**src/rtl/vjd_regs.svh**
```systemverilog
// Constants of the vector jump islanding detector
`ifndef VJD_REGS_SVH
`define VJD_REGS_SVH
`define VJD_CLK_HZ          100000000
`define VJD_SAMPLES_CYCLE   64
`define VJD_TRIP_HOLD_MS    20
`define VJD_STAMP_RES_MS    1
`define VJD_MS_CYCLES       (`VJD_CLK_HZ / 1000 * `VJD_STAMP_RES_MS)
`define VJD_SET_COUNT       8
`define VJD_ANGLE_W         16
`define VJD_VOLT_W          16
`define VJD_CNT_W           16
`define VJD_STAMP_W         32
`define VJD_CODE_NORMAL     2'h0
`define VJD_CODE_BLOCKED    2'h1
`define VJD_CODE_TRIP       2'h2
`define VJD_CODE_ALARM      2'h3
`define VJD_EVT_ALARM       2'h0
`define VJD_EVT_TRIP        2'h1
`define VJD_EVT_BLOCKED     2'h2
`define VJD_RST_THR         16'h01F4
`define VJD_RST_UV          16'h251C
`define VJD_RST_SEL         4'h1
`endif

```
**src/rtl/vjd_pkg.sv**
```systemverilog
// Types of the vector jump islanding detector
package vjd_pkg;
   typedef enum logic [3:0] {
      SEL_ALL_PP, SEL_ANY_PP, SEL_L12, SEL_L23, SEL_L31,
      SEL_ALL_PN, SEL_ANY_PN, SEL_L1, SEL_L2, SEL_L3, SEL_U4
   } vjd_sel_e;
   typedef enum logic [1:0] {ST_NORMAL, ST_BLOCKED, ST_TRIP, ST_ALARM} vjd_state_e;
   typedef struct packed {
      logic [15:0] tripThr;
      logic [15:0] alarmThr;
      logic [15:0] uvLimit;
      logic [3:0]  monSel;
   } vjd_set_s;
endpackage

```
**src/rtl/vjd_chan_if.sv**
```systemverilog
// Interface carrying per-channel angle jump results
`timescale 1ns/100ps
interface vjd_chan_if;
   logic [6:0]  valid;
   logic [6:0]  alarmHit;
   logic [6:0]  tripHit;
   modport src (output valid, output alarmHit, output tripHit);
   modport dst (input valid, input alarmHit, input tripHit);
endinterface

```
**src/rtl/vjd_jump_calc.sv**
```systemverilog
// Cycle-to-cycle angle change per channel, compared against both thresholds
`timescale 1ns/100ps
`include "vjd_regs.svh"
module vjd_jump_calc (
   input  wire logic                                 clk,
   input  wire logic                                 nrst,
   input  wire logic                                 sampleEn,
   input  wire logic [7*`VJD_ANGLE_W-1:0]            angleIn,
   input  wire logic [15:0]                          alarmThr,
   input  wire logic [15:0]                          tripThr,
   vjd_chan_if.src                                   res
);
   logic [5:0] sampleCnt_q;
   logic       primed_q;
   logic       cycleEnd;

   // Sample counter marks one power-system cycle every 64 samples
   assign cycleEnd = sampleEn && (sampleCnt_q == 6'(`VJD_SAMPLES_CYCLE - 1));
   always_ff @(posedge clk or negedge nrst) begin
      if (!nrst) begin
         sampleCnt_q <= 6'h00;
         primed_q    <= 1'b0;
      end else if (sampleEn) begin
         sampleCnt_q <= sampleCnt_q + 6'h01;
         if (cycleEnd) primed_q <= 1'b1;
      end
   end

   genvar i;
   generate
      for (i = 0; i < 7; i++) begin : gChan
         logic [15:0] prev_q;
         logic [15:0] cur;
         logic [15:0] diff;
         logic [15:0] mag;
         assign cur  = angleIn[i*16 +: 16];
         // Wraparound subtract keeps lead and lag symmetric across the 0/360 seam
         assign diff = cur - prev_q;
         assign mag  = diff[15] ? 16'(-diff) : diff;
         always_ff @(posedge clk or negedge nrst) begin
            if (!nrst) begin
               prev_q          <= 16'h0000;
               res.valid[i]    <= 1'b0;
               res.alarmHit[i] <= 1'b0;
               res.tripHit[i]  <= 1'b0;
            end else if (cycleEnd) begin
               prev_q          <= cur;
               res.valid[i]    <= primed_q;
               res.alarmHit[i] <= primed_q && (mag >= alarmThr);
               res.tripHit[i]  <= primed_q && (mag >= tripThr);
            end else begin
               res.valid[i]    <= 1'b0;
               res.alarmHit[i] <= 1'b0;
               res.tripHit[i]  <= 1'b0;
            end
         end
      end
   endgenerate
endmodule

```
**src/rtl/vjd_detector.sv**
```systemverilog
// Vector jump islanding detector top
// How it works
// - One instantaneous stage, no graded stages
// - Tracks voltages at 64 samples per cycle
// - Reference: all, any or one phase voltage, or the fourth input
// - Outputs alarm, trip and blocked
// - Separate alarm and trip pick-up thresholds
// - Eight parameter sets, one selector
// - Block and set select change live
// - Undervoltage or external block blocks detector
// - Select, process, compare, block, time, output
// - Stamped on/off events for each output
// - Trip logs alarm and trip, same stamp
// - Event stamps resolve to one millisecond
// - Clearable counters for alarm, trip, blocked
// - Outputs exposed for pins and logic
// - Trip held 20 ms then auto-clears
// - Below undervoltage limit blocks detector
// - Start only while not blocked
// - Two-bit state code, also forceable
`timescale 1ns/100ps
`include "vjd_regs.svh"
module vjd_detector #(
   parameter int unsigned MS_CYCLES = `VJD_MS_CYCLES
) (
   input  wire logic                               clk,
   input  wire logic                               nrst,
   input  wire logic                               sampleEn,
   input  wire logic [7*`VJD_ANGLE_W-1:0]          angleIn,
   input  wire logic [7*`VJD_VOLT_W-1:0]           magIn,
   input  wire logic [2:0]                         setSel,
   input  wire logic                               setWrEn,
   input  wire logic [2:0]                         setWrIdx,
   input  wire vjd_pkg::vjd_set_s                  setWrData,
   input  wire logic                               alarmEnable,
   input  wire logic                               extBlock,
   input  wire logic                               forceEn,
   input  wire logic [1:0]                         forceCode,
   input  wire logic [2:0]                         cntClear,
   output logic                                    alarmOut,
   output logic                                    tripOut,
   output logic                                    blockedOut,
   output logic                                    startOut,
   output logic [1:0]                              stateCode,
   output logic                                    selInvalid,
   output logic                                    evtValid,
   output logic [1:0]                              evtSource,
   output logic                                    evtOn,
   output logic [`VJD_STAMP_W-1:0]                 evtStamp,
   output logic [`VJD_CNT_W-1:0]                   alarmCnt,
   output logic [`VJD_CNT_W-1:0]                   tripCnt,
   output logic [`VJD_CNT_W-1:0]                   blockedCnt
);
   localparam int unsigned HOLD_CYCLES = `VJD_TRIP_HOLD_MS * MS_CYCLES;

   ////////////////////////////////////////////////////////////////////////////////
   // Parameter sets
   vjd_pkg::vjd_set_s sets_q [`VJD_SET_COUNT];
   vjd_pkg::vjd_set_s act;
   vjd_chan_if        chan ();

   // Eight sets written any time; selector applies in the same cycle
   always_ff @(posedge clk or negedge nrst) begin
      if (!nrst) begin
         for (int k = 0; k < `VJD_SET_COUNT; k++) begin
            sets_q[k] <= '{`VJD_RST_THR, `VJD_RST_THR, `VJD_RST_UV, `VJD_RST_SEL};
         end
      end else if (setWrEn) begin
         sets_q[setWrIdx] <= setWrData;
      end
   end
   assign act = sets_q[setSel];

   ////////////////////////////////////////////////////////////////////////////////
   // Channel selection: bits 0..2 phase-phase, 3..5 phase-neutral, 6 fourth input
   function automatic logic [6:0] chanMask(input logic [3:0] sel);
      case (sel)
         4'h0, 4'h1: chanMask = 7'h07;
         4'h2:       chanMask = 7'h01;
         4'h3:       chanMask = 7'h02;
         4'h4:       chanMask = 7'h04;
         4'h5, 4'h6: chanMask = 7'h38;
         4'h7:       chanMask = 7'h08;
         4'h8:       chanMask = 7'h10;
         4'h9:       chanMask = 7'h20;
         4'hA:       chanMask = 7'h40;
         default:    chanMask = 7'h00;
      endcase
   endfunction
   function automatic logic needAll(input logic [3:0] sel);
      needAll = (sel == 4'h0) || (sel == 4'h5);
   endfunction

   logic [6:0] mask;
   assign mask       = chanMask(act.monSel);
   assign selInvalid = (mask == 7'h00);

   ////////////////////////////////////////////////////////////////////////////////
   // Angle processing stage
   vjd_jump_calc uCalc (
      .clk      (clk),
      .nrst     (nrst),
      .sampleEn (sampleEn),
      .angleIn  (angleIn),
      .alarmThr (act.alarmThr),
      .tripThr  (act.tripThr),
      .res      (chan)
   );

   ////////////////////////////////////////////////////////////////////////////////
   // Comparison reduce and block checks
   logic [6:0] uvLow;
   logic [6:0] uvLow_q;
   logic       anyValid;
   logic       alarmPick;
   logic       tripPick;
   logic       uvBlock;
   logic       blocked;
   genvar g;
   generate
      for (g = 0; g < 7; g++) begin : gUv
         assign uvLow[g] = magIn[g*16 +: 16] < act.uvLimit;
      end
   endgenerate
   // Magnitudes are only valid on a strobe, so the low flags hold between samples
   always_ff @(posedge clk or negedge nrst) begin
      if (!nrst) begin
         uvLow_q <= 7'h00;
      end else if (sampleEn) begin
         uvLow_q <= uvLow;
      end
   end
   assign anyValid  = |(chan.valid & mask);
   assign alarmPick = anyValid && (needAll(act.monSel) ?
                      ((chan.alarmHit & mask) == mask) : |(chan.alarmHit & mask));
   assign tripPick  = anyValid && (needAll(act.monSel) ?
                      ((chan.tripHit & mask) == mask) : |(chan.tripHit & mask));
   assign uvBlock   = |(uvLow_q & mask);
   assign blocked   = uvBlock || extBlock;

   ////////////////////////////////////////////////////////////////////////////////
   // Millisecond time base and stamp
   logic [31:0] msDiv_q;
   logic        msTick;
   logic [`VJD_STAMP_W-1:0] stamp_q;
   assign msTick = (msDiv_q == MS_CYCLES - 1);
   always_ff @(posedge clk or negedge nrst) begin
      if (!nrst) begin
         msDiv_q <= 32'h00000000;
         stamp_q <= '0;
      end else if (msTick) begin
         msDiv_q <= 32'h00000000;
         stamp_q <= stamp_q + 1'b1;
      end else begin
         msDiv_q <= msDiv_q + 32'h00000001;
      end
   end

   ////////////////////////////////////////////////////////////////////////////////
   // Single stage: trip hold timer and alarm level
   logic [31:0] holdCnt_q;
   logic        tripRaw_q;
   logic        alarmRaw_q;
   logic        tripStart;
   assign tripStart = tripPick && !blocked && !tripRaw_q;
   always_ff @(posedge clk or negedge nrst) begin
      if (!nrst) begin
         tripRaw_q <= 1'b0;
         holdCnt_q <= 32'h00000000;
      end else if (tripStart) begin
         tripRaw_q <= 1'b1;
         holdCnt_q <= 32'h00000000;
      end else if (tripRaw_q) begin
         if (holdCnt_q == HOLD_CYCLES - 1) begin
            tripRaw_q <= 1'b0;
         end else begin
            holdCnt_q <= holdCnt_q + 32'h00000001;
         end
      end
   end
   // Alarm also picks up on a trip compare; with alarmEnable set, a trip always carries an alarm
   always_ff @(posedge clk or negedge nrst) begin
      if (!nrst) begin
         alarmRaw_q <= 1'b0;
      end else if (!alarmEnable || blocked) begin
         alarmRaw_q <= 1'b0;
      end else if (anyValid) begin
         alarmRaw_q <= alarmPick || tripPick;
      end
   end

   ////////////////////////////////////////////////////////////////////////////////
   // Output processing with forcing and state code
   logic aNext;
   logic tNext;
   logic bNext;
   always_comb begin
      aNext = alarmRaw_q || (tripRaw_q && alarmEnable);
      tNext = tripRaw_q;
      bNext = blocked;
      if (forceEn) begin
         aNext = (forceCode == `VJD_CODE_ALARM);
         tNext = (forceCode == `VJD_CODE_TRIP);
         bNext = (forceCode == `VJD_CODE_BLOCKED);
      end
   end
   always_ff @(posedge clk or negedge nrst) begin
      if (!nrst) begin
         alarmOut   <= 1'b0;
         tripOut    <= 1'b0;
         blockedOut <= 1'b0;
         startOut   <= 1'b0;
         stateCode  <= `VJD_CODE_NORMAL;
      end else begin
         alarmOut   <= aNext;
         tripOut    <= tNext;
         blockedOut <= bNext;
         startOut   <= (aNext || tNext) && !bNext;
         if (tNext)      stateCode <= `VJD_CODE_TRIP;
         else if (aNext) stateCode <= `VJD_CODE_ALARM;
         else if (bNext) stateCode <= `VJD_CODE_BLOCKED;
         else            stateCode <= `VJD_CODE_NORMAL;
      end
   end

   ////////////////////////////////////////////////////////////////////////////////
   // Events: edges of the three outputs, drained one per cycle by priority
   logic [2:0] prevOut_q;
   logic [2:0] pend_q;
   logic [2:0] pendOn_q;
   logic [`VJD_STAMP_W-1:0] pendStamp_q [3];
   logic [2:0] curOut;
   logic [2:0] edgeV;
   logic [2:0] grant;
   assign curOut = {blockedOut, tripOut, alarmOut};
   assign edgeV  = curOut ^ prevOut_q;
   always_comb begin
      grant = 3'h0;
      if (pend_q[1])      grant = 3'h2;
      else if (pend_q[0]) grant = 3'h1;
      else if (pend_q[2]) grant = 3'h4;
   end
   // New edge wins over the drain of the same pending slot
   always_ff @(posedge clk or negedge nrst) begin
      if (!nrst) begin
         prevOut_q <= 3'h0;
         pend_q    <= 3'h0;
         pendOn_q  <= 3'h0;
         for (int k = 0; k < 3; k++) pendStamp_q[k] <= '0;
      end else begin
         prevOut_q <= curOut;
         for (int k = 0; k < 3; k++) begin
            if (edgeV[k]) begin
               pend_q[k]      <= 1'b1;
               pendOn_q[k]    <= curOut[k];
               pendStamp_q[k] <= stamp_q;
            end else if (grant[k]) begin
               pend_q[k] <= 1'b0;
            end
         end
      end
   end
   always_ff @(posedge clk or negedge nrst) begin
      if (!nrst) begin
         evtValid  <= 1'b0;
         evtSource <= `VJD_EVT_ALARM;
         evtOn     <= 1'b0;
         evtStamp  <= '0;
      end else begin
         evtValid <= |grant;
         if (grant[1]) begin
            evtSource <= `VJD_EVT_TRIP;
            evtOn     <= pendOn_q[1];
            evtStamp  <= pendStamp_q[1];
         end else if (grant[0]) begin
            evtSource <= `VJD_EVT_ALARM;
            evtOn     <= pendOn_q[0];
            evtStamp  <= pendStamp_q[0];
         end else if (grant[2]) begin
            evtSource <= `VJD_EVT_BLOCKED;
            evtOn     <= pendOn_q[2];
            evtStamp  <= pendStamp_q[2];
         end
      end
   end

   ////////////////////////////////////////////////////////////////////////////////
   // Cumulative counters, rising edges counted, clear with a same-cycle count gives one
   always_ff @(posedge clk or negedge nrst) begin
      if (!nrst) begin
         alarmCnt   <= '0;
         tripCnt    <= '0;
         blockedCnt <= '0;
      end else begin
         if (edgeV[0] && curOut[0]) alarmCnt <= (cntClear[0] ? '0 : alarmCnt) + 1'b1;
         else if (cntClear[0])      alarmCnt <= '0;
         if (edgeV[1] && curOut[1]) tripCnt <= (cntClear[1] ? '0 : tripCnt) + 1'b1;
         else if (cntClear[1])      tripCnt <= '0;
         if (edgeV[2] && curOut[2]) blockedCnt <= (cntClear[2] ? '0 : blockedCnt) + 1'b1;
         else if (cntClear[2])      blockedCnt <= '0;
      end
   end
endmodule

```
**config.mk**
```make
export PLATFORM = sky130hd
export DESIGN_NAME = vjd_detector
export DESIGN_NICKNAME = d
export VERILOG_FILES = /design/src/rtl/vjd_pkg.sv /design/src/rtl/vjd_chan_if.sv /design/src/rtl/vjd_jump_calc.sv /design/src/rtl/vjd_detector.sv
export VERILOG_INCLUDE_DIRS = /design/src /design/src/rtl
export SDC_FILE = /design/constraint.sdc
export NUM_CORES = 2
export LEC_CHECK = 0
export BUFFER_PORTS_ARGS = -buffer_cell sky130_fd_sc_hd__buf_2
export CORE_ASPECT_RATIO = 0.5
export CORE_MARGIN = 8
export CORE_UTILIZATION = 48
export DETAILED_ROUTE_END_ITERATION = 10
export PLACE_DENSITY = 0.66
export SYNTH_ARGS = -nofsm -noshare
export SYNTH_HDL_FRONTEND = slang
export SYNTH_HIERARCHICAL = 1
export SYNTH_SLANG_ARGS = --single-unit
```
**constraint.sdc**
```tcl
create_clock -name clk -period 15.49 [get_ports clk]
set_input_delay 3.098 -clock clk [delete_from_list [all_inputs] [get_ports clk]]
set_output_delay 3.098 -clock clk [all_outputs]
set_load 0.02 [all_outputs]
```
Word-level counts from Yosys, hierarchy flattened
Memories as Yosys holds them, arrays and structs flattened. Cells that the tools add are included.

Memory bits (read-only): 112. Logic and storage cells: 266. Bits in registers: 850. Memories kept: 1.

Magnitude comparators: 24. Multiplexer cells: 69. Reductions and logical operators: 50. Bitwise operators: 7. Equal/unequal tests: 10. Add/subtract/negate cells: 21.

Memory list: (name not given) (words 16, bits a word 7, read ports 1, clocked after memory_dff 0, wr ports 0, line vjd_detector.sv:77) `case (sel)`.

Operators with widths (count): $bwmux W416 (1); $ge A16 B16 Y1 (14); $mux W32 (7); $mux W16 (13); $bmux W52 S3 (1); $demux W52 S3 (1); $mux W52 (3); $lt A16 B16 Y1 (7); $neg A16 Y16 (7); $sub A16 B16 Y16 (7); $add A32 B1 Y32 const B (3); $add A16 B1 Y16 const B (3); $mux W1 (35); $eq A32 B17 Y1 const B (1); $eq A32 B21 Y1 const B (1); $and A7 B7 Y7 (4); $reduce_or A7 Y1 (4); $logic_and A1 B1 Y1 (25); $eq A7 B7 Y1 (2); $mux W2 (5); $reduce_bool A2 Y1 (5); $mux W3 (3); $ge A4 B4 Y1 const B (2); $not A3 Y4 (2); 15 further kinds (25).

Depth between registers and ports, before layout
An unclocked memory read counts as a cell.

Depth after elaboration: 13. Depth in mapped cells: 21. Gate-level depth less buffers: 20.

By module
Netlist, hierarchy kept.

By module, submodules not included: vjd_detector (cells an instance 2558, instances 1, sequential area each 18107.4 µm², area each 34429.3 µm²); vjd_jump_calc (cells an instance 2009, instances 1, sequential area each 3353.2 µm², area each 16827.4 µm²).

Worst setup path after synthesis
Ideal clock, no wire load.

Path kind: input to output. Start point: input port setSel[0]. End point: output port selInvalid. Setup slack: 5.898 ns. Stages: 10. Buffers on the path: 4. Arrival: 6.494 ns. Cell sequence: buf_2 buf_2 buf_1 buf_1 mux4_2 mux2i_1 ha_1 a32oi_1 nand3_1 nor2_1.

Cells in the longest elaborated chain, start to end: 6.

RTL lines: from (decl) (line vjd_detector.sv:31) `input wire logic [2:0] setSel,`; $not A3 Y4 (implied by the code) (line vjd_detector.sv:72) `assign act = sets_q[setSel];`; $bmux W52 S3 (line vjd_detector.sv:72); $mux W52 (implied by the code) (2 in series) (line vjd_detector.sv:72); $mem_v2 Z16 W7; $logic_not A7 Y1 (line vjd_detector.sv:96) `assign selInvalid = (mask == 7'h00);`; to (decl) (line vjd_detector.sv:45) `output logic selInvalid,`.

No other way between the ends. The select of a mux whose other input is x is not followed.

Worst setup path after layout
Ends and elaborated chain as after synthesis.

==> impl_metrics.py <==
metrics = {
    "timing": {
        "min_period_ns": 9.11,
        "setup_viol": 0,
        "hold_viol": 0,
        "relSlewSlack_pct": 17.4,
        "drv_slew": 0,
        "tns_ns": 0,
        "skew_ns": 0.0284,
        "worst_hold_slack_ns": 0.467,
        "worst_pin_slew_ns": 1.23,
        "rsz0062_at_grt": "false",
        "fmax_mhz": 110,
        "fin_crit_sh_pct": 58.8,
    },
    "placement": {
        "placed_cells": 6251,
        "place_congestion": 0.846,
        "port_buffers": 384,
        "place_hpwl_um": 93300,
    },
    "worst_setup_path": {
        "worstPathCellList": "buf_6, mux4_2, mux2i_1, ha_1, a32oi_1, nand3_1, nor2_1, buf_2",
        "cp-start-kind": "input port",
        "max_stage_delay_ns": 0.56,
        "cp-startpoint": "setSel[0]",
        "critPathMaxFanout": 40,
        "worstSetupPathType": "in2out",
        "ff2ff_setup_slack_ns": 10.23,
        "worstPathArrival_ns": 6.01,
        "cp-end-kind": "output port",
        "cp.required_ns": 12.39,
        "cpMaxStageDelayCell": "mux4_2",
        "worst-path-buf-inv": 2,
        "critical_path.top_delay_family": "multiplexers",
        "r2r_start": "uCalc/gChan[5].prev_q[1]",
    },
    "grt": {
        "grt_max_degree": 178,
        "track_usage_pct": 22.1,
        "grt_pass1_vias": 37700,
        "antenna_found_initial": 18,
        "grt_first_pass_wirelength_um": 211000,
        "grt-ovfl-total": 0,
    },
    "floorplan": {
        "die-area_um2": 118000,
        "rows": 84,
        "io_pins": 385,
        "die_y_um": 247,
        "start_util_pct": 48.6,
        "fp.dieW_um": 478,
        "core_um2": 106000,
    },
    "final_layout": {
        "final_common_cell": "dfrtp_1",
        "area_delta_synth_final_pct": 12.1,
        "nets": 5673,
        "instances_no_fill": 6413,
        "layout_common_cells": "dfrtp_1 (698), mux2_2 (569), ha_1 (457), buf_2 (380), nand2_1 (253)",
        "nFillCells": 9005,
        "layout-drive-gt1-share_pct": 29.5,
        "final_util_pct": 54.5,
    },
    "yosys": {
        "yosys_warnings": 6,
        "synth_cells": 4567,
        "ys_seq_area_share_pct": 41.9,
        "mappedNetlistArea_um2": 51300,
        "synth-async-reset-ratio_pct": 100,
        "synth-edff-count": 0,
        "synth-main-ff-cell": "dfrtp_1",
        "syn-num-nets": 5325,
        "synth_seq_cells": 850,
        "postSynthAreaPerCell_um2": 11.2,
        "yosysUniqueCellTypes": 99,
    },
    "clock_network": {
        "clk_pin_slew_worst_paths_ns": 0.06,
        "tritoncts": "built",
        "cts_resized": 0,
        "root_buffer": "clkbuf_16",
        "clk_path_buf_depth": 3,
        "cts.sinks": 850,
        "cts_buffers": 81,
        "postCtsSetupBuffers": 0,
        "cts_hold_repair.buffers": 0,
        "clock_latency_ns": 0.69,
        "htreeDepth": 3,
    },
    "drt": {
        "ant_nets": 0,
        "finalWirelength_um": 133000,
        "via_per_inst": 5.74,
        "first_pass_iters": 6,
        "drt_iter0_drc": 2074,
        "wire_per_inst_um": 20.7,
        "drc": 0,
        "num_vias": 36800,
    },
    "pwr": {
        "power_density_nw_per_um2": 153,
        "max-vdd-ir-drop_mv": 0.0970,
        "leakage_nw": 26.6,
    },
    "min_path": {
        "hp-start": "uCalc/sampleCnt_q[5]",
        "hold_path.class": "reg2reg",
    },
    "job": {
        "max-cap-violations": 0,
    },
    "run_status": {
        "status": "complete, no violations",
    },
}
-- where the power goes --
group          leakage (nW)  switching, W  internal (W)
sequential             10.2      0.000178       0.00264
combinational          15.1       0.00217       0.00173
clock                  1.31      0.000915       0.00114
-- Yosys cell counts, types with 12 or more instances --
cell type,number,area (µm²)
nor2_1,231,867
o21a_1,31,233
clkbuf_1,128,480
buf_1,20,75.1
o31ai_1,28,210
and4_1,14,123
nor3b_1,14,105
mux2_2,569,6410
nor4_1,21,131
or2_2,13,81.3
a31oi_1,18,113
xnor2_1,200,1750
a211oi_1,32,240
ha_1,457,5720
nor2b_1,48,300
o22ai_1,40,250
and3_1,27,169
nand4_1,75,469
a211o_1,13,114
a21oi_1,199,996
a21o_1,125,938
dfstp_2,152,3990
or3_1,18,113
nor2_2,20,125
o211ai_1,12,90.1
nand2b_1,73,457
nand2_1,253,950
dfrtp_1,698,17500
xor2_1,115,1010
o21ai_0,240,1200
mux2i_1,33,330
mux4_2,105,2360
nand3_1,76,380
inv_1,212,796
and2_1,13,81.3
nor3_1,43,215
-- registers in the layout (all words and copies together), names as in the netlist, 2 cells and up --
register / flops
msDiv_q: 32
stateCode: 2
blockedCnt: 16
sets_q: 416
uCalc/res.tripHit: 7
uCalc/res.alarmHit: 7
uvLow_q: 7
prevOut_q: 3
alarmCnt: 16
uCalc/sampleCnt_q: 6
evtSource: 2
stamp_q: 32
evtStamp: 32
pendStamp_q: 96
pend_q: 3
uCalc/gChan.prev_q: 112
tripCnt: 16
holdCnt_q: 32
pendOn_q: 3
-- routing by layer --
layer  vias up  share of wire, %  track usage, %
met5         -             0.029               0
met4         6               2.6            6.47
met3       209               4.6            3.80
met2       760                48            37.4
met1     18500                45            29.2
li1      17300                 -               -
-- logic make-up after synthesis --
| family | after synthesis | share of synthesized area, % |
|---|---|---|
| adder cells (fa/ha/maj) | 464 | 11.4 |
| AO/OA/AOI/OAI | 870 | 11.0 |
| XOR/XNOR | 317 | 5.45 |
| AND/OR/NAND/NOR | 972 | 9.50 |
| buffers and inverters | 386 | 3.02 |
| multiplexers | 708 | 17.8 |
| flip-flops | 850 | 41.9 |
-- per-stage QoR --
step / total power (W) / setup slack, ns / cell area (µm²)
after floorplan: 0.00562 / 5.90 / 51300
after global placement: 0.00649 / 6.44 / 54700
after detailed placement: 0.00669 / 6.34 / 54700
after CTS: 0.00879 / 6.34 / 57400
after global routing: 0.00941 / 6.18 / 57500
final: 0.00876 / 6.38 / 57500
-- final timing paths --
check                      cells after the start              endpoint
hold reg to reg                                1  uCalc/sampleCnt_q[5]
setup reg to reg                              19  uCalc/res.tripHit[5]
max in group asynchronous                      4            sets_q[88]
min in group asynchronous                      1       pendStamp_q[74]
hold / removal                                 1  uCalc/sampleCnt_q[5]
setup / recovery                               8            selInvalid
-- area by class of cell --
type	instances	area (µm²)	area share, %
Inverter	213	800	1.39
Clock inverter	35	447	0.777
Tap cell	1419	1780	3.09
Antenna cell	11	27.5	0.0479
Clock buffer	116	2270	3.95
Multi-Input combinational cell	3331	28300	49.2
Sequential cell	850	21500	37.3
Timing Repair Buffer	438	2390	4.15
Power figures use the tool's default switching activity.
